**src/rtl/dds_rx_regs.vh**
```
// dds_rx_regs.vh: constants for the switched-56 receive status logic
// assumes: 200 MHz core clock, one fixed line rate of 56 kbit/s
`ifndef DDS_RX_REGS_VH
`define DDS_RX_REGS_VH

// core clock, kHz, so that ms * kHz gives cycles
`define DDS_CLK_KHZ 32'd200000

// bit period at 56 kbit/s: 200 MHz / 56 kHz = 3571.4, rounded down
`define DDS_BIT_DIV 12'd3571
`define DDS_LAST_PH 12'd3570
`define DDS_HALF_PH 12'd1785
`define DDS_SAMPLE_PH 12'd892

// zero-run thresholds, in symbols
`define DDS_LOS_ZEROS 7'd32
`define DDS_TRUE_LOSS_ZEROS 7'd64
`define DDS_ZERO_SAT 7'h7F

// loss-of-signal hold times, ms
`define DDS_LOS_LOSS_MIN_MS 32'd130
`define DDS_LOS_DROP_MIN_MS 32'd260
`define DDS_LOS_MAX_MS 32'd16000

// activation dwell times, ms
`define DDS_OFFSET_MS 32'd20
`define DDS_LEVEL_MS 32'd20
`define DDS_CONV_MS 32'd200

// step indication must persist this long, cycles
`define DDS_STEP_REJECT 12'd2048

// status word layout
`define DDS_LS_LL_LSB 0
`define DDS_LS_ST_LSB 4
`define DDS_LS_LOS_BIT 7
`define DDS_LS_BITS 4'd8

// loop length codes
`define DDS_LL_FIRST 4'h7
`define DDS_LL_LAST 4'hF

// activation state codes, b6..b4
`define DDS_ST_CODE_OFFSET 3'h4
`define DDS_ST_CODE_LEVEL 3'h0
`define DDS_ST_CODE_CONV 3'h1
`define DDS_ST_CODE_FULL 3'h2

`endif

```
**src/rtl/dds_rx_status.v**
```verilog
// dds_rx_status.v: receive rails, loss of signal, activation sequencer,
// loopback steering and serial line status for a DDS line transceiver
// assumes: line inputs are sliced comparator levels from the analog front
// end; level and step indications come from the equalizer's detectors
`timescale 1ns/100ps
`default_nettype none
`include "dds_rx_regs.vh"

// How it works
// positive pulse on the line sets the positive receive rail
// negative pulse on the line sets the negative receive rail
// rails change once per bit, stable at the recovered clock falling edge
// more than 32 consecutive zero symbols raise loss of signal
// loss of signal restarts the activation sequence by itself
// after true loss, flag stays high 0.13 s to 16 s after energy returns
// on a large strength drop, flag stays high 0.26 s to 16 s
// recovered clock free-runs through long zero runs; far end limits zeros
// bipolar violations pass to the rails untouched
// loopback sends recovered data and clock to transmit and still outputs them
// in loopback the transmit rail and clock inputs are ignored
// status word shifts out while the enable is held low for eight bits
// status word: loop length b3..b0, state b6..b4, loss flag b7
// filter search alternates state code 100 and 000
// convergence reports 001, full operation reports 010
// search starts at code 0111, steps down in gain while level too high
// nine filter codes 0111 to 1111 drive the equalizer
// slow amplitude drift and impulses do not disturb reception
// large sustained steps re-initialise; small steps adapt in the analog path
// outside logic watches violations and resets after a bad step
// rate is fixed; a far-end rate change is not detected
// recovered clock is a divided clock pulled toward received pulses
// outside logic resets after rate, loopback or line changes
// status bits leave b0 first, one per bit period
module dds_rx_status #(
  parameter [31:0] LOS_LOSS_MIN_CYC = `DDS_LOS_LOSS_MIN_MS * `DDS_CLK_KHZ,
  parameter [31:0] LOS_DROP_MIN_CYC = `DDS_LOS_DROP_MIN_MS * `DDS_CLK_KHZ,
  parameter [31:0] LOS_MAX_CYC = `DDS_LOS_MAX_MS * `DDS_CLK_KHZ,
  parameter [31:0] OFFSET_CYC = `DDS_OFFSET_MS * `DDS_CLK_KHZ,
  parameter [31:0] LEVEL_CYC = `DDS_LEVEL_MS * `DDS_CLK_KHZ,
  parameter [31:0] CONV_CYC = `DDS_CONV_MS * `DDS_CLK_KHZ
) (
  // clock, reset, enable
  input wire clk_in,
  input wire rst_in,
  input wire ce_in,
  // line receive comparators
  input wire rx_line_plus_in,
  input wire rx_line_minus_in,
  // equalizer detectors
  input wire level_exceeds_in,
  input wire strength_step_in,
  // control pins
  input wire loopback_select_in,
  input wire status_shift_enable_n_in,
  // transmit pins
  input wire tx_positive_rail_in,
  input wire tx_negative_rail_in,
  input wire transmit_clock_in,
  // receive outputs
  output reg rx_positive_rail_out,
  output reg rx_negative_rail_out,
  output wire rx_clock_out,
  output reg loss_of_signal_flag_out,
  output wire line_status_word_out,
  // transmit path toward line encoder
  output reg line_tx_positive_out,
  output reg line_tx_negative_out,
  output reg line_tx_clock_out,
  // equalizer control
  output reg [3:0] filter_select_out,
  output reg offset_cancel_out
);

  localparam [1:0] ST_OFFSET = 2'd0;
  localparam [1:0] ST_LEVEL = 2'd1;
  localparam [1:0] ST_CONV = 2'd2;
  localparam [1:0] ST_FULL = 2'd3;

  localparam integer NSYNC = 9;
  localparam integer I_PLUS = 0;
  localparam integer I_MINUS = 1;
  localparam integer I_LEVEL = 2;
  localparam integer I_STEP = 3;
  localparam integer I_LOOPBACK_SELECT = 4;
  localparam integer I_LSEN = 5;
  localparam integer I_TXP = 6;
  localparam integer I_TXN = 7;
  localparam integer I_TXC = 8;

  // state code for the status word, b6..b4
  function [2:0] state_code;
    input [1:0] st;
    begin
      case (st)
        ST_OFFSET: state_code = `DDS_ST_CODE_OFFSET;
        ST_LEVEL: state_code = `DDS_ST_CODE_LEVEL;
        ST_CONV: state_code = `DDS_ST_CODE_CONV;
        ST_FULL: state_code = `DDS_ST_CODE_FULL;
        default: state_code = `DDS_ST_CODE_LEVEL;
      endcase
    end
  endfunction

  wire [NSYNC-1:0] pin_raw;
  reg [NSYNC-1:0] sync_a_reg;
  reg [NSYNC-1:0] sync_b_reg;
  reg [NSYNC-1:0] sync_c_reg;
  reg [NSYNC-1:0] pin_reg;

  reg mark_d_reg;
  reg pos_cap_reg;
  reg neg_cap_reg;
  reg [6:0] zero_cnt_reg;
  reg true_loss_reg;
  reg [31:0] hold_cnt_reg;
  reg [1:0] state_reg;
  reg [1:0] state_next;
  reg [3:0] ll_reg;
  reg [3:0] ll_next;
  reg [31:0] dwell_reg;
  reg [11:0] step_cnt_reg;

  wire sample_tick;
  wire bit_tick;
  wire rclk;
  wire mark_now;
  wire mark_edge;
  wire sym_mark;
  wire los_trig;
  wire step_reinit;
  wire [31:0] hold_min;
  wire los_release;
  wire [7:0] status_word;
  reg [31:0] dwell_limit;

  //////////////////////////////////////////////////////////////////////////
  // pin synchronisers: a change counts once the 2nd and 3rd stages agree
  assign pin_raw = {transmit_clock_in, tx_negative_rail_in, tx_positive_rail_in,
                    status_shift_enable_n_in, loopback_select_in, strength_step_in,
                    level_exceeds_in, rx_line_minus_in, rx_line_plus_in};

  genvar gi;
  generate
    for (gi = 0; gi < NSYNC; gi = gi + 1) begin : g_sync
      always @(posedge clk_in) begin
        if (rst_in) begin
          sync_a_reg[gi] <= (gi == I_LSEN) ? 1'b1 : 1'b0;
          sync_b_reg[gi] <= (gi == I_LSEN) ? 1'b1 : 1'b0;
          sync_c_reg[gi] <= (gi == I_LSEN) ? 1'b1 : 1'b0;
          pin_reg[gi] <= (gi == I_LSEN) ? 1'b1 : 1'b0;
        end else if (ce_in) begin
          sync_a_reg[gi] <= pin_raw[gi];
          sync_b_reg[gi] <= sync_a_reg[gi];
          sync_c_reg[gi] <= sync_b_reg[gi];
          if (sync_b_reg[gi] == sync_c_reg[gi])
            pin_reg[gi] <= sync_c_reg[gi];
        end
      end
    end
  endgenerate

  //////////////////////////////////////////////////////////////////////////
  // clock recovery and data extraction
  assign mark_now = pin_reg[I_PLUS] ^ pin_reg[I_MINUS];
  assign mark_edge = ce_in & mark_now & ~mark_d_reg;

  dds_dpll u_dpll (
    .clk_in(clk_in),
    .rst_in(rst_in),
    .ce_in(ce_in),
    .mark_edge_in(mark_edge),
    .sample_tick_out(sample_tick),
    .bit_tick_out(bit_tick),
    .rx_clock_out(rclk)
  );

  assign rx_clock_out = rclk;

  // no polarity check on marks, so violations reach the rails as received
  always @(posedge clk_in) begin
    if (rst_in) begin
      mark_d_reg <= 1'b0;
      pos_cap_reg <= 1'b0;
      neg_cap_reg <= 1'b0;
      rx_positive_rail_out <= 1'b0;
      rx_negative_rail_out <= 1'b0;
    end else if (ce_in) begin
      mark_d_reg <= mark_now;
      if (sample_tick) begin
        pos_cap_reg <= pin_reg[I_PLUS] & ~pin_reg[I_MINUS];
        neg_cap_reg <= pin_reg[I_MINUS] & ~pin_reg[I_PLUS];
      end
      if (bit_tick) begin
        rx_positive_rail_out <= pos_cap_reg;
        rx_negative_rail_out <= neg_cap_reg;
      end
    end
  end

  //////////////////////////////////////////////////////////////////////////
  // zero-run counter and loss-of-signal flag
  assign sym_mark = pin_reg[I_PLUS] | pin_reg[I_MINUS];
  assign los_trig = sample_tick & ~sym_mark & (zero_cnt_reg == `DDS_LOS_ZEROS);
  assign hold_min = true_loss_reg ? LOS_LOSS_MIN_CYC : LOS_DROP_MIN_CYC;
  assign los_release = loss_of_signal_flag_out &
                       (((state_reg == ST_FULL) && (hold_cnt_reg >= hold_min)) ||
                        (hold_cnt_reg >= LOS_MAX_CYC));

  always @(posedge clk_in) begin
    if (rst_in) begin
      zero_cnt_reg <= 7'h00;
      true_loss_reg <= 1'b0;
      hold_cnt_reg <= 32'h0000_0000;
      loss_of_signal_flag_out <= 1'b0;
    end else if (ce_in) begin
      if (sample_tick) begin
        if (sym_mark)
          zero_cnt_reg <= 7'h00;
        else if (zero_cnt_reg != `DDS_ZERO_SAT)
          zero_cnt_reg <= zero_cnt_reg + 7'h01;
      end
      if (los_trig) begin
        loss_of_signal_flag_out <= 1'b1;
      end else if (los_release) begin
        loss_of_signal_flag_out <= 1'b0;
      end
      // true loss: hold time counts only once energy is back
      if (!loss_of_signal_flag_out || los_release) begin
        hold_cnt_reg <= 32'h0000_0000;
        true_loss_reg <= 1'b0;
      end else if (zero_cnt_reg >= `DDS_TRUE_LOSS_ZEROS) begin
        true_loss_reg <= 1'b1;
        hold_cnt_reg <= 32'h0000_0000;
      end else if (zero_cnt_reg <= `DDS_LOS_ZEROS || !true_loss_reg) begin
        hold_cnt_reg <= hold_cnt_reg + 32'h0000_0001;
      end
    end
  end

  //////////////////////////////////////////////////////////////////////////
  // step detector: a short burst is taken as impulse noise and dropped
  assign step_reinit = (step_cnt_reg == `DDS_STEP_REJECT);

  always @(posedge clk_in) begin
    if (rst_in) begin
      step_cnt_reg <= 12'h000;
    end else if (ce_in) begin
      if (!pin_reg[I_STEP] || state_reg != ST_FULL)
        step_cnt_reg <= 12'h000;
      else if (!step_reinit)
        step_cnt_reg <= step_cnt_reg + 12'h001;
    end
  end

  //////////////////////////////////////////////////////////////////////////
  // activation sequencer; line rate is fixed, no rate search is done
  always @* begin
    case (state_reg)
      ST_OFFSET: dwell_limit = OFFSET_CYC;
      ST_LEVEL: dwell_limit = LEVEL_CYC;
      ST_CONV: dwell_limit = CONV_CYC;
      default: dwell_limit = 32'h0000_0000;
    endcase
  end

  always @* begin
    state_next = state_reg;
    ll_next = ll_reg;
    if (los_trig || (step_reinit && pin_reg[I_STEP])) begin
      state_next = ST_OFFSET;
      ll_next = `DDS_LL_FIRST;
    end else if (state_reg != ST_FULL && dwell_reg >= dwell_limit) begin
      case (state_reg)
        ST_OFFSET: state_next = ST_LEVEL;
        ST_LEVEL: begin
          if (pin_reg[I_LEVEL] && ll_reg != `DDS_LL_LAST) begin
            ll_next = ll_reg + 4'h1;
            state_next = ST_OFFSET;
          end else begin
            state_next = ST_CONV;
          end
        end
        ST_CONV: state_next = ST_FULL;
        default: state_next = ST_OFFSET;
      endcase
    end
  end

  always @(posedge clk_in) begin
    if (rst_in) begin
      state_reg <= ST_OFFSET;
      ll_reg <= `DDS_LL_FIRST;
      dwell_reg <= 32'h0000_0000;
      filter_select_out <= `DDS_LL_FIRST;
      offset_cancel_out <= 1'b1;
    end else if (ce_in) begin
      state_reg <= state_next;
      ll_reg <= ll_next;
      filter_select_out <= ll_next;
      offset_cancel_out <= (state_next == ST_OFFSET);
      if (state_next != state_reg || los_trig)
        dwell_reg <= 32'h0000_0000;
      else if (state_reg != ST_FULL)
        dwell_reg <= dwell_reg + 32'h0000_0001;
    end
  end

  //////////////////////////////////////////////////////////////////////////
  // loopback steering toward the transmit encoder
  always @(posedge clk_in) begin
    if (rst_in) begin
      line_tx_positive_out <= 1'b0;
      line_tx_negative_out <= 1'b0;
      line_tx_clock_out <= 1'b0;
    end else if (ce_in) begin
      if (pin_reg[I_LOOPBACK_SELECT]) begin
        line_tx_positive_out <= rx_positive_rail_out;
        line_tx_negative_out <= rx_negative_rail_out;
        line_tx_clock_out <= rclk;
      end else begin
        line_tx_positive_out <= pin_reg[I_TXP];
        line_tx_negative_out <= pin_reg[I_TXN];
        line_tx_clock_out <= pin_reg[I_TXC];
      end
    end
  end

  //////////////////////////////////////////////////////////////////////////
  // line status word and its serial port
  assign status_word = {loss_of_signal_flag_out, state_code(state_reg), ll_reg};

  dds_status_shift u_shift (
    .clk_in(clk_in),
    .rst_in(rst_in),
    .ce_in(ce_in),
    .word_in(status_word),
    .enable_n_in(pin_reg[I_LSEN]),
    .bit_tick_in(bit_tick),
    .serial_out(line_status_word_out)
  );

endmodule
`default_nettype wire

```
**src/rtl/dds_dpll.v**
```verilog
// dds_dpll.v: bit-rate phase accumulator that recovers the line clock
// assumes: mark_edge_in is a one-cycle pulse from synchronised line inputs
`timescale 1ns/100ps
`default_nettype none
`include "dds_rx_regs.vh"

module dds_dpll (
  // clock and control
  input wire clk_in,
  input wire rst_in,
  input wire ce_in,
  // line events
  input wire mark_edge_in,
  // recovered timing
  output wire sample_tick_out,
  output wire bit_tick_out,
  output reg rx_clock_out
);

  reg [11:0] phase_reg;
  reg [11:0] phase_next;

  //////////////////////////////////////////////////////////////////////////
  // nudge by one step per mark; free-runs through long zero runs
  always @* begin
    phase_next = phase_reg + 12'h001;
    if (mark_edge_in) begin
      if (phase_reg > `DDS_HALF_PH)
        phase_next = phase_reg + 12'h002;
      else if (phase_reg != 12'h000)
        phase_next = phase_reg;
    end
    if (phase_next >= `DDS_BIT_DIV)
      phase_next = phase_next - `DDS_BIT_DIV;
  end

  always @(posedge clk_in) begin
    if (rst_in) begin
      phase_reg <= 12'h000;
      rx_clock_out <= 1'b0;
    end else if (ce_in) begin
      phase_reg <= phase_next;
      rx_clock_out <= (phase_next < `DDS_HALF_PH);
    end
  end

  assign sample_tick_out = ce_in & (phase_reg == `DDS_SAMPLE_PH);
  assign bit_tick_out = ce_in & (phase_reg == `DDS_LAST_PH);

endmodule
`default_nettype wire

```
**src/rtl/dds_status_shift.v**
```verilog
// dds_status_shift.v: serial shifter for the 8-bit line status word
// assumes: enable_n_in is already synchronised, bit_tick_in once per bit
`timescale 1ns/100ps
`default_nettype none
`include "dds_rx_regs.vh"

module dds_status_shift (
  // clock and control
  input wire clk_in,
  input wire rst_in,
  input wire ce_in,
  // word and timing
  input wire [7:0] word_in,
  input wire enable_n_in,
  input wire bit_tick_in,
  // serial output
  output reg serial_out
);

  reg enable_d_reg;
  reg [7:0] shift_reg;
  reg [3:0] left_reg;

  //////////////////////////////////////////////////////////////////////////
  // word is frozen at the falling enable so bits stay coherent
  always @(posedge clk_in) begin
    if (rst_in) begin
      enable_d_reg <= 1'b1;
      shift_reg <= 8'h00;
      left_reg <= 4'h0;
      serial_out <= 1'b0;
    end else if (ce_in) begin
      enable_d_reg <= enable_n_in;
      if (enable_n_in) begin
        left_reg <= 4'h0;
        serial_out <= 1'b0;
      end else if (enable_d_reg) begin
        shift_reg <= word_in;
        left_reg <= `DDS_LS_BITS - 4'h1;
        serial_out <= word_in[0];
      end else if (bit_tick_in && left_reg != 4'h0) begin
        shift_reg <= {1'b0, shift_reg[7:1]};
        serial_out <= shift_reg[1];
        left_reg <= left_reg - 4'h1;
      end
    end
  end

endmodule
`default_nettype wire

```
**config.mk**
```make
export PLATFORM = sky130hd
export DESIGN_NAME = dds_rx_status
export DESIGN_NICKNAME = d
export VERILOG_FILES = /design/src/rtl/dds_rx_status.v /design/src/rtl/dds_dpll.v /design/src/rtl/dds_status_shift.v
export VERILOG_INCLUDE_DIRS = /design/src /design/src/rtl
export SDC_FILE = /design/constraint.sdc
export NUM_CORES = 1
export LEC_CHECK = 0
export BUFFER_PORTS_ARGS = -buffer_cell sky130_fd_sc_hd__buf_2
export CAP_MARGIN = 15
export CORE_MARGIN = 5
export CORE_UTILIZATION = 55
export DETAILED_ROUTE_END_ITERATION = 7
export GPL_TIMING_DRIVEN = 0
export MAX_ROUTING_LAYER = met4
export PLACE_DENSITY_LB_ADDON = 0.15
export SLEW_MARGIN = 0
export SYNTH_ARGS = -nofsm -noshare
export SYNTH_HDL_FRONTEND = slang
export SYNTH_SLANG_ARGS = --single-unit
```
**constraint.sdc**
```tcl
create_clock -name clk_in -period 5.45 [get_ports clk_in]
set_input_delay 0.2725 -clock clk_in [delete_from_list [all_inputs] [get_ports clk_in]]
set_output_delay 0.2725 -clock clk_in [all_outputs]
set_load 0.005 [all_outputs]
```
### After elaboration in Yosys (flattened, before gate mapping)

Cells that the tools add are included.

* word-level logic and storage cells: 201
* flip-flop bits (word level): 163

* bitwise operators: 16
* magnitude comparators: 8
* $add $sub $neg: 9
* reduce and logical (&&, ||, !) cells: 49
* eq/ne operators: 21
* muxes and demuxes: 39

Operators with widths (number)
* 32-bit two-way mux: 5
* 12-bit two-way mux: 6
* 32-bit by 1-bit adder with 32-bit output, second input constant: 2
* 26-bit one-hot mux with 2 select lines: 1
* 2-bit AND reduction: 17
* 32-bit by 26-bit greater-or-equal comparator with 1-bit output: 1
* 32-bit greater-or-equal comparator: 1
* 32-bit greater-or-equal comparator, second input constant: 1
* 4-bit two-way mux: 7
* 26-bit two-way mux: 1
* 12-bit by 1-bit adder with 12-bit output, second input constant: 2
* 12-bit equality test, second input constant: 2
* 8-bit two-way mux: 2
* 2-bit nonzero test: 8
* 7-bit two-way mux: 2
* 12-bit by 2-bit adder with 12-bit output, second input constant: 1
* 12-bit by 10-bit equality test with 1-bit output, second input constant: 1
* 12-bit greater-or-equal comparator, second input constant: 1
* 12-bit by 11-bit > comparator with 1-bit output, second input constant: 1
* 12-bit by 11-bit < comparator with 1-bit output, second input constant: 1
* 3-bit one-hot mux with 4 select lines: 1
* 12-bit nonzero test: 1
* 12-bit subtractor, second input constant: 1
* 1-bit two-way mux: 10
* 29 further kinds: 66

### Logic depth before layout (Yosys ltp)

Gate-level depths: netlist of run 1.

* depth after elaboration: 11
* depth in mapped cells: 12
* gate-level depth less buffers: 12

### Cells and area by module

From an unflattened synthesis of run 1, not the netlist that was laid out.

* cells, all modules: 1173
* area, all modules: 9719.3 sq um

Modules (own cells, without submodules)
* dds_rx_status: sequential area each 2722.6 sq um, cells each 876, times used 1, area an instance 7264.5 sq um
* dds_dpll: sequential area each 260.2 sq um, cells each 213, times used 1, area an instance 1697.9 sq um
* dds_status_shift: sequential area each 260.2 sq um, cells each 84, times used 1, area an instance 757.0 sq um

### Worst setup path after synthesis of run 1

OpenSTA, ideal clock, no wires.

* kind: register -> register
* start point: reg u_dpll.phase_reg[1]
* end point: reg u_dpll.rx_clock_out
* clock period less this slack: 3.263 ns
* stages on the path, launching flop included: 13
* arrival time: 3.128 ns
* slack: 2.187 ns
* setup time: 0.134 ns
* path buffers: 0
* cells stage by stage: dfxtp_1 inv_1 ha_1 nor2b_1 o31a_1 o21ai_0 a31oi_1 ha_1 or3_1 a41oi_4 mux2_1 nor4_1 a211oi_1

* word-level cells in the longest chain between the ends: 7
* elaborated cells on any way between the ends: 11
* those cells by class: 3 x add/sub; 3 x order compare; 4 x mux; 1 x reduce/logical

RTL lines
* start: declaration: RTL line dds_dpll.v:20 `reg [11:0] phase_reg;`
* start signal: assignment: RTL line dds_dpll.v:42 `phase_reg <= phase_next;`
* 12-bit by 1-bit adder with 12-bit output or 12-bit nonzero test (tied branches): RTL line dds_dpll.v:26, dds_dpll.v:30
* 12-bit two-way mux: RTL line dds_dpll.v:30 `else if (phase_reg != 12'h000)`
* 12-bit two-way mux: RTL line dds_dpll.v:28 `` if (phase_reg > `DDS_HALF_PH) ``
* 12-bit two-way mux (*): RTL line dds_dpll.v:27 `if (mark_edge_in) begin`
* 12-bit subtractor (no line) or 12-bit greater-or-equal comparator (tied branches)
* 12-bit two-way mux (*): RTL line dds_dpll.v:33 `` if (phase_next >= `DDS_BIT_DIV) ``
* 12-bit by 11-bit < comparator with 1-bit output (no line) (*)
* end signal: assignment: RTL line dds_dpll.v:43 `` rx_clock_out <= (phase_next < `DDS_HALF_PH); ``
* end: declaration: RTL line dds_dpll.v:17 `output reg rx_clock_out`

Every way passes the cells marked *; elsewhere a longest branch is shown, timed or not.
A chain may end at the register's enable or synchronous reset.

### Final worst setup path of run 1

Ends and elaborated chain as after synthesis.

==> results of run 1 <==
==> cell usage after synthesis, drive strengths merged, types with 7 or more instances <==
cell type and n:
a211oi 47, a21o 13, a21oi 65, a22oi 11, a311oi 7, a31oi 13, and2 8, and3 22
buf 20, clkbuf 41, dfxtp 162, ha 44, inv 41, mux2i 42, nand2 87, nand3 30
nand3b 8, nand4 21, nor2 145, nor2b 7, nor3 26, nor3b 8, nor4 16, o2111ai 9
o21ai 62, or3 13, xnor2 36, xor2 21
==> worst paths after layout <==
check | cells after the start | from | end | slack [ns]
setup / recovery | 12 | u_dpll.phase_reg[1] | u_dpll.rx_clock_out | 1.52
hold / removal | 3 | tx_positive_rail_in | sync_a_reg[6] | 0.08
setup reg to reg | 12 | u_dpll.phase_reg[1] | u_dpll.rx_clock_out | 1.52
hold reg to reg | 2 | sync_c_reg[5] | sync_c_reg[5] | 0.46
==> cell type report <==
class                           instances  area, um2  share of cell area
Antenna cell                            1       2.50            0.000241
Buffer                                 62        310              0.0299
Clock buffer                           17        425              0.0410
Clock inverter                         15        178              0.0171
Inverter                               42        158              0.0152
Multi-Input combinational cell        859       5670               0.546
Sequential cell                       162       3240               0.312
Tap cell                              220        275              0.0265
Timing Repair Buffer                   24        123              0.0118
==> critical path: cells and delay by family (launching register included) <==
kind | cells | cell delay (ns)
and+or+nand+nor | 3 | 0.81
DFF | 1 | 0.56
adders and majority gates | 2 | 0.58
muxes | 1 | 0.38
AOI/OAI and AO/OA | 5 | 1.30
buffers and inverters | 1 | 0.15
==> stage by stage <==
step,power [W],hold slack [ns]
finish,0.00261,0.0755
global route,0.00269,0.110
CTS,0.00262,0.0671
detailed placement,0.00141,0.451
global placement,0.00141,0.445
floorplan,0.00135,0.401
==> metal layers <==
layer	vias up	track usage	part of all wire
li1	4192	-	-
met1	4055	0.345	0.46
met2	265	0.403	0.45
met3	53	0.0518	0.063
met4	0	0.0969	0.027
met5	-	-	0
==> cell families (layout without fill, tap and decap cells) <==
group | count (synthesis) | count (layout) | share of synthesized area
compound gates | 280 | 280 | 0.207
xor+xnor | 57 | 57 | 0.0533
fa+ha+maj | 44 | 44 | 0.0587
buf+inv | 104 | 160 | 0.0499
flops | 162 | 162 | 0.346
mux | 47 | 47 | 0.0513
other cells | 0 | 1 | 0
simple gates | 431 | 431 | 0.234
==> power by group through the flow <==
| stage | logic (W) | clock network (W) | registers (W) |
|---|---|---|---|
| finish | 0.000177 | 0.00122 | 0.00121 |
| global route | 0.000193 | 0.00129 | 0.00121 |
| CTS | 0.000175 | 0.00124 | 0.00121 |
| detailed placement | 0.000173 | 0 | 0.00124 |
| global placement | 0.000171 | 0 | 0.00124 |
| floorplan | 0.000120 | 0 | 0.00123 |
==> summary.txt, run 1 <==
Routing
  – Residual DRC: 0
  – Pre-Repair DR Iteration Count: 6
  – Detail Route Antenna Nets: 0
  – Routed WL: 25300 um
  – Via density: 6.11
  – Vias: 8565
  – WL per Instance: 18.0 um
  – DR iter-0 viols: 751

Timing
  – Fin Setup TNS: 0 ns
  – Final number of hold-violating endpoints: 0
  – Worst Setup Slack, final: 1.52 ns
  – Final period util: 0.720
  – Final Skew: 0.0137 ns
  – Fmax: 0.255 GHz
  – Endpoints failing setup: 0
  – Worst slew pin tran: 0.854 ns
  – RSZ-0062 raised after global routing: false
  – Pins Over Slew Limit: 0
  – Worst slew margin: 0.430
  – Minimum clock period: 3.93 ns

Synth
  – Yosys warnings: 0
  – EDFF count, synth: 0
  – Mapped Area: 0.00937 mm2
  – Mapped Cells: 1125
  – Synthesized area per cell: 8.33 um2
  – Main synth FF type: dfxtp_1
  – Post-synth ARST share: 0
  – Yosys top cell area share: 0.346
  – FF+latch count, synth: 162
  – Mapped Nets: 1181
  – Area contributors post-synth: dfxtp_1 35%, ha_1 5.9%, nor2_1 5.7%
  – Sequential area share after synthesis: 0.346
  – Synth area leader: dfxtp_1
  – Yosys cell types: 87

Place
  – DP Wirelength: 17900 um
  – Gpl congestion: 0.947
  – I/O Buffers: 23
  – Cell total after placement: 1368
  – Placed cell area: 0.00976 mm2
  – Dpl ws: 1.61 ns

Critical path
  – Startpoint types: register
  – Setup crit end kind: register
  – CP Cell Sequence: inv_1 > ha_1 > nor2b_1 > o31a_1 > o21ai_0 > a31oi_1 > ha_1 > or3_1 > a41oi_4 > mux2_1 > nor4_1 > a211oi_1
  – Setup CP Type: register to register
  – Slowest-stage cell, CP: dfxtp_1
  – Slowest cell delay on critical path: 0.56 ns
  – CP required: 5.73 ns
  – CP most frequent cell: ha_1
  – Crit-path max FO: 10
  – CP arrival: 4.20 ns

Cells and area
  – # fillers: 1491
  – Commonest non-fill, non-tap cell in the layout: dfxtp_1
  – Final nets: 1224
  – Final Cell Area: 0.0104 mm2
  – Final design utilization: 0.624
  – Commonest non-fill, non-tap cells in the layout: 162 x dfxtp_1, 143 x nor2_1, 86 x nand2_1, 65 x a21oi_1, 60 x o21ai_0
  – Area grow syn2layout: 10.8%
  – Non-Filler Instances: 1402
  – Fraction of layout cells with a size suffix above 1: 0.0991

Power and ir drop
  – Sequential share of power: 0.464
  – Static Leak: 3.84 nW
  – Sw Pwr: 0.000662 W
  – P_int: 0.00195 W
  – Comb power frac: 0.068
  – Clock Power Share: 0.468
  – Max VDD drop: 0.000240 V
  – Switching Share: 0.254
  – PD cells: 251 mW/mm2

CTS
  – CTS tree: built
  – H-tree levels: 4
  – Num CTS Buffers: 17
  – Clock Sinks: 162
  – CTS Root Cell: clkbuf_16
  – Clk_lat worst skew: 0.43 ns
  – Clock-pin slew on the worst setup and hold paths: 0.07 ns
  – Max clock buf depth: 2
  – Cts hold-fix bufs: 0
  – Post-CTS Setup Bufs: 0
  – Post-cts resize count: 0

Global routing
  – Tot GR Track Use: 0.263
  – Initial antenna violation count: 1
  – Vias in the first global route: 7948
  – Global-route wire length before repair: 41100 um
  – Grt ovf: 0
  – Largest net degree at the start of global routing: 17

Floorplan
  – Die Area: 0.0198 mm2
  – IO Pins: 25
  – Total core area: 0.0166 mm2
  – Die Y: 141 um
  – Initial core utilization: 0.563
  – Site row count: 47
  – Die Span X: 141 um

Job
  – Max cap viols: 0

Outcome
  – Status: completed

Min path
  – Hold crit path type: primary input to register
No activity file was read; power rests on OpenSTA's default activity.
==> run 2: changes to the inputs <==
Settings changed: ABC_AREA from default to 1.
Clock period 5.45 ns to 4.1 ns, I/O delays scaled along.
==> run 2 against run 1 <==
  * The flow now finishes with violations (hold timing)
  * Worst hold slack got worse by 0.076 ns
  * Wire length up 8.7%
  * Combinational power grew 100%
  * Final cell count is 26% higher
  * Sequential cell count unchanged
  * Clock skew is 0.0024 ns higher
  * Critical endpoint is now dwell_reg[11]
  * Largest power group is now sequential cells
==> summary.txt, run 2 <==
Outcome
  – Status: finished with violations
  – Failing checks: hold timing

Synth
  – Main synth FF type: dfxtp_1
  – Top post-synthesis cells by count: 317 x nand2_1, 170 x inv_1, 162 x dfxtp_1
  – Yosys top cell area share: 0.325 (-0.0206)
  – EDFF count, synth: 0 (unchanged)
  – Synthesized area per cell: 6.74 um2 (-19%)
  – Yosys cell types: 58 (-33%)
  – Mapped Nets: 1535 (+30%)
  – Mapped Area: 0.00997 mm2 (+6.3%)
  – Synth area leader: dfxtp_1
  – Most frequent cell after synthesis: nand2_1
  – Area contributors post-synth: dfxtp_1 33%, nand2_1 12%, inv_1 6.4%
  – FF+latch count, synth: 162 (unchanged)
  – Sequential area share after synthesis: 0.325 (-0.0206)
  – Yosys warnings: 0 (unchanged)
  – Post-synth ARST share: 0 (unchanged)
  – Mapped Cells: 1479 (+31%)

Floorplan
  – Die Y: 145 um (+2.9%)
  – Site row count: 49 (+4.3%)
  – Die Span X: 145 um (+2.9%)
  – Initial core utilization: 0.557 (-0.00644)
  – IO Pins: 25 (unchanged)
  – Total core area: 0.0179 mm2 (+7.6%)
  – Die Area: 0.0209 mm2 (+5.9%)

Critical path
  – CP top delay family: simple AND/OR/NAND/NOR gates
  – CP arrival: 4.04 ns (-0.16 ns)
  – Setup crit end kind: register
  – Setup crit start: state_reg[0]
  – Reg-to-Reg Start: state_reg[0]
  – Slowest-stage cell, CP: nand2_1
  – Worst Reg-to-Reg Cells: 18 (+6)
  – Slowest cell delay on critical path: 0.34 ns (-0.22 ns)
  – Crit-path max FO: 10 (unchanged)
  – CP required: 4.46 ns (-1.27 ns)
  – Setup CP Type: register to register
  – Startpoint types: register
  – CP Depth: 18 (+6)
  – CP Cell Sequence: clkbuf_1 > inv_1 > nand2_1 > ha_1 > inv_1 > nor2_1 > o21bai_1 > a21boi_0 > o41ai_1 > nand3_1 > nand3_1 > nand2_1 > nand2_1 > nand2_1 > nand2_1 > nand2_1 > buf_2 > nor3b_1
  – Critical path buffers and inverters: 4 (+3)
  – CP most frequent cell: nand2_1

Power and ir drop
  – Pwr Total: 0.00363 W (+39%)
  – Max VDD drop: 0.000308 V (+28%)
  – PD cells: 328 mW/mm2 (+31%)
  – Static Leak: 4.46 nW (+16%)

Cells and area
  – Non-Filler Instances: 1770 (+26%)
  – Fraction of layout cells with a size suffix above 1: 0.0909 (-0.00822)
  – Final nets: 1584 (+29%)
  – Final Cell Area: 0.0111 mm2 (+6.6%)
  – Area grow syn2layout: 11.1%
  – # fillers: 1675 (+12%)
  – Storage cell area: 0.00324 mm2 (about the same)
  – # diodes: 0 (-1)
  – Commonest non-fill, non-tap cell in the layout: nand2_1
  – Multi-input gate area: 0.00577 mm2 (+1.9%)
  – Commonest non-fill, non-tap cells in the layout: 316 x nand2_1, 170 x inv_1, 161 x dfxtp_1, 134 x nor2_1, 120 x a21oi_1
  – Final design utilization: 0.618 (-0.00540)

Timing
  – Minimum clock period: 3.68 ns (-0.242 ns)
  – Pins Over Slew Limit: 0 (unchanged)
  – Worst slew margin: 0.454 (+0.0240)
  – Worst hold margin: -0.000217 ns (-0.0757 ns)
  – Worst slew pin tran: 0.818 ns (-0.0361 ns)
  – Final period util: 0.899 (+0.178)
  – Fmax: 0.271 GHz (+6.6%)
  – Final number of hold-violating endpoints: 1 (+1)
  – Endpoints failing setup: 0 (unchanged)
  – RSZ-0062 raised after global routing: false
  – Final Skew: 0.0161 ns (+0.00237 ns)
  – Fin Setup TNS: 0 ns (unchanged)

Routing
  – DR iter-0 viols: 863 (+15%)
  – Via density: 5.65 (-7.6%)
  – Detail Route Antenna Nets: 0 (unchanged)
  – Routed WL: 27500 um (+8.7%)
  – Vias: 9993 (+17%)
  – Pre-Repair DR Iteration Count: 5 (-1)
  – WL per Instance: 15.5 um (-14%)
  – Residual DRC: 0 (unchanged)

CTS
  – Post-CTS Setup Bufs: 0 (unchanged)
  – Max clock buf depth: 2 (unchanged)
  – Clk_lat worst skew: 0.45 ns (+0.02 ns)
  – H-tree levels: 4 (unchanged)
  – Clock Sinks: 162 (unchanged)
  – Num CTS Buffers: 17 (unchanged)
  – Clock-pin slew on the worst setup and hold paths: 0.08 ns (about the same)
  – CTS Root Cell: clkbuf_16
  – CTS tree: built

Place
  – Cell total after placement: 1731 (+27%)
  – Placed cell area: 0.0104 mm2 (+6.2%)
  – DP Wirelength: 19900 um (+11%)
  – Gpl congestion: 0.974 (+2.8%)
  – I/O Buffers: 23 (unchanged)

Global routing
  – Largest net degree at the start of global routing: 21 (+4)
  – Grt ovf: 0 (unchanged)
  – Global-route wire length before repair: 45200 um (+10%)
  – Tot GR Track Use: 0.276 (+0.0134)
  – Vias in the first global route: 9143 (+15%)
  – Initial antenna violation count: 0 (-1)

Job
  – Max cap viols: 0 (unchanged)

Min path
  – Worst hold stages: 3 (unchanged)
  – Hold crit path type: primary input to register
  – Hold wc startpoint: rx_line_minus_in
## run 2: tightest hold or removal path, cell delays in order
cell and delay (ns):
buf_2 0.08, nor2_1 0.03, nor2_1 0.10
## run 2: where the power goes
group	switching, W	internal (W)
registers	0.0000308	0.00161
logic	0.000244	0.000112
clock network	0.000807	0.000835
## run 2: through the flow
stage                     hold slack, ns  worst slack [ns]
after floorplan                    0.331              1.33
after global placement             0.426             0.313
after detailed placement           0.429             0.298
after CTS                        0.00485             0.203
after global routing              0.0273             0.135
final                          -0.000217             0.416
## run 2: timing repair
action	4_1_cts	5_1_grt
endpoints found under the setup margin	0	21
hold buffers	7	0
hold endpoints to repair	7	0
gates resized for setup	0	2
## run 2: routing by layer
layer	wire length, um	part of all wire	up-vias	global-route usage
met2	13000	0.47	288	0.445
li1	-	-	5039	-
met1	12700	0.46	4617	0.363
met5	0	0	-	-
met4	541	0.020	0	0.0830
met3	1310	0.048	49	0.0374
## run 2: cell families (layout without fill, tap and decap cells)
| group | after synthesis | count (layout) | share of synthesized area |
|---|---|---|---|
| simple gates | 743 | 743 | 0.350 |
| buf+inv | 234 | 296 | 0.0955 |
| xor+xnor | 27 | 27 | 0.0237 |
| fa+ha+maj | 44 | 44 | 0.0552 |
| compound gates | 269 | 269 | 0.150 |
| flops | 162 | 162 | 0.325 |
## run 2: path summary, 6_finish.rpt
check | endpoint | slack [ns]
worst max register to register | dwell_reg[11] | 0.42
worst min register to register | dwell_reg[31] | 0.46
worst min-delay path | sync_a_reg[1] | -0.0002
worst max-delay path | dwell_reg[11] | 0.42
## run 2: cell type report
type	instances	area share
clock inverters	15	0.0184
well taps	229	0.0259
inverters	181	0.0620
multi-input cells	1083	0.522
plain buffers	53	0.0240
flip-flops and latches	162	0.293
repair buffers	30	0.0167
clock buffers	17	0.0384
==> run 3: changes to the inputs <==
Settings changed: BUFFER_PORTS_ARGS -buffer_cell sky130_fd_sc_hd__buf_2 to default, DONT_BUFFER_PORTS from default to 1.
Clock period 4.1 ns to 4.71 ns, I/O delays scaled along.
==> run 3 against run 2 <==
  * The flow now finishes without violations
  * Core utilization fell by 0.61 points
  * Maximum frequency fell by 7.5%
  * Critical path depth fell by 2
  * Worst hold slack improved by 0.029 ns
  * Largest cell class unchanged
  * Highest routed layer unchanged
==> summary.txt, run 3 (same netlist as run 2, synthesis figures left out) <==
Global routing
  – Tot GR Track Use: 0.274 (-0.00206)
  – Initial antenna violation count: 0 (unchanged)
  – Grt ovf: 0 (unchanged)
  – Global-route wire length before repair: 44800 um (-0.88%)
  – Vias in the first global route: 9103 (-0.44%)
  – Largest net degree at the start of global routing: 21 (unchanged)

Critical path
  – CP arrival: 4.37 ns (+0.33 ns)
  – Setup CP Type: register to register
  – R2r setup slk: 0.73 ns (+0.31 ns)
  – Slowest cell delay on critical path: 0.65 ns (+0.31 ns)
  – Crit-path max FO: 10 (unchanged)
  – Startpoint types: register
  – CP most frequent cell: nand2_1
  – Slowest-stage cell, CP: dfxtp_1
  – Worst Reg-to-Reg Cells: 16 (-2)
  – Reg-to-Reg Start: true_loss_reg
  – Reg2reg end: hold_cnt_reg[24]
  – Setup crit end kind: register
  – CP Cell Sequence: inv_1 > ha_1 > nand3_1 > nor2_1 > a21oi_1 > nand2_1 > a2111oi_0 > nand3_1 > nand2_1 > nand2_1 > inv_1 > nand3_1 > nand2_1 > buf_2 > nand2_1 > a21oi_1
  – CP required: 5.09 ns (+0.63 ns)

Routing
  – Routed WL: 27000 um (-1.8%)
  – Via density: 5.63 (-0.23%)
  – DR iter-0 viols: 803 (-7.0%)
  – Vias: 9852 (-1.4%)
  – Pre-Repair DR Iteration Count: 5 (unchanged)
  – Detail Route Antenna Nets: 0 (unchanged)
  – Residual DRC: 0 (unchanged)
  – WL per Instance: 15.4 um (-0.57%)

Cells and area
  – Fraction of layout cells with a size suffix above 1: 0.0757 (-0.0152)
  – Final nets: 1563 (-1.3%)
  – Commonest non-fill, non-tap cells in the layout: 317 x nand2_1, 170 x inv_1, 162 x dfxtp_1, 134 x nor2_1, 120 x a21oi_1
  – Non-Filler Instances: 1749 (-1.2%)
  – Final design utilization: 0.612 (-0.00608)
  – Commonest non-fill, non-tap cell in the layout: nand2_1
  – Area grow syn2layout: 9.99%
  – # diodes: 0 (unchanged)

Job
  – Max cap viols: 0 (unchanged)

Place
  – Cell total after placement: 1708 (-1.3%)
  – I/O Buffers: 0 (-100%)
  – Gpl congestion: 0.932 (-4.3%)
  – DP Wirelength: 19700 um (-0.81%)
  – Dpl ws: 0.778 ns (+0.480 ns)

Floorplan
  – Die Y: 145 um (unchanged)
  – Die Span X: 145 um (unchanged)
  – Site row count: 49 (unchanged)
  – IO Pins: 25 (unchanged)
  – Die Area: 0.0209 mm2 (unchanged)
  – Total core area: 0.0179 mm2 (unchanged)
  – Initial core utilization: 0.557 (unchanged)

Min path
  – Hold crit path type: primary input to register
  – Worst hold stages: 2 (-1)
  – Hold wc startpoint: ce_in
  – Worst Hold End: mark_d_reg

CTS
  – Num CTS Buffers: 17 (unchanged)
  – Max clock buf depth: 2 (unchanged)
  – CTS Root Cell: clkbuf_16
  – Clock Sinks: 162 (unchanged)
  – Clock-pin slew on the worst setup and hold paths: 0.08 ns (about the same)
  – Clk_lat worst skew: 0.45 ns (about the same)
  – H-tree levels: 4 (unchanged)
  – CTS tree: built
  – Post-cts resize count: 0 (unchanged)

Outcome
  – Status: completed

Power and ir drop
  – Static Leak: 4.37 nW (-2.0%)
  – PD cells: 289 mW/mm2 (-12%)
  – Max VDD drop: 0.000300 V (-2.4%)

Timing
  – Minimum clock period: 3.98 ns (+0.300 ns)
  – Final number of hold-violating endpoints: 0 (-1)
  – Final Skew: 0.0151 ns (-0.000955 ns)
  – Final period util: 0.846 (-0.0526)
  – RSZ-0062 raised after global routing: false
  – Worst Setup Slack, final: 0.725 ns (+0.310 ns)
  – Fin Setup TNS: 0 ns (unchanged)
  – Fmax: 0.251 GHz (-7.5%)
  – Worst slew pin tran: 0.751 ns (-0.0675 ns)
  – Worst slew margin: 0.499 (+0.0450)
  – Endpoints failing setup: 0 (unchanged)
  – Pins Over Slew Limit: 0 (unchanged)
## run 3: area by class of cell
class | count | area, um2
buffer | 53 | 265
fill | 1689 | 6940
inverter | 181 | 687
timing repair buffer | 9 | 90.1
multi-input combinational | 1083 | 5770
clock buffer | 17 | 425
sequential | 162 | 3240
tap | 229 | 287
clock inverter | 15 | 194
## run 3: how the worst max path moves through the flow
stage | startpoint | to | slack [ns] | cells past startpoint
CTS | true_loss_reg | hold_cnt_reg[28] | 0.71 | 16
detailed placement | true_loss_reg | hold_cnt_reg[28] | 0.78 | 16
finish | true_loss_reg | hold_cnt_reg[24] | 0.73 | 16
global route | true_loss_reg | hold_cnt_reg[28] | 0.18 | 16
floorplan | u_dpll.phase_reg[0] | u_dpll.rx_clock_out | 1.94 | 23
global placement | true_loss_reg | hold_cnt_reg[26] | 0.84 | 16
## run 3: report_power, final
part	internal [W]	switching, W
Combinational	0.0000944	0.000206
Sequential	0.00140	0.0000277
Clock	0.000731	0.000707
## run 3: repair_timing
action / in CTS / in global routing
endpoints found under the hold margin: 9 / 0
hold buffers: 9 / 0
setup buffers: 0 / 0
## run 3: metrics by stage
step | instance area (um2) | hold slack, ns | power [W]
floorplan | 9970 | 0.362 | 0.00167
global placement | 10300 | 0.375 | 0.00174
detailed placement | 10300 | 0.379 | 0.00175
CTS | 11000 | 0.00974 | 0.00318
global route | 11000 | 0.0198 | 0.00329
finish | 11000 | 0.0285 | 0.00316
## run 3: layer usage
layer / up-vias / part of all wire / routed length, um / GRT usage
met4: 0 / 0.023 / 609 / 0.0820
met3: 53 / 0.066 / 1790 / 0.0572
met5: - / 0 / 0 / -
li1: 4995 / - / - / -
met2: 295 / 0.46 / 12300 / 0.430
met1: 4509 / 0.45 / 12300 / 0.358
## run 3: critical path, delay by kind of cell, from the launching register on
family / cells / cell delay [ns]
AOI/OAI and AO/OA: 3 / 0.88
adders and majority gates: 1 / 0.39
buffers and inverters: 3 / 0.75
DFF: 1 / 0.65
and+or+nand+nor: 9 / 1.25
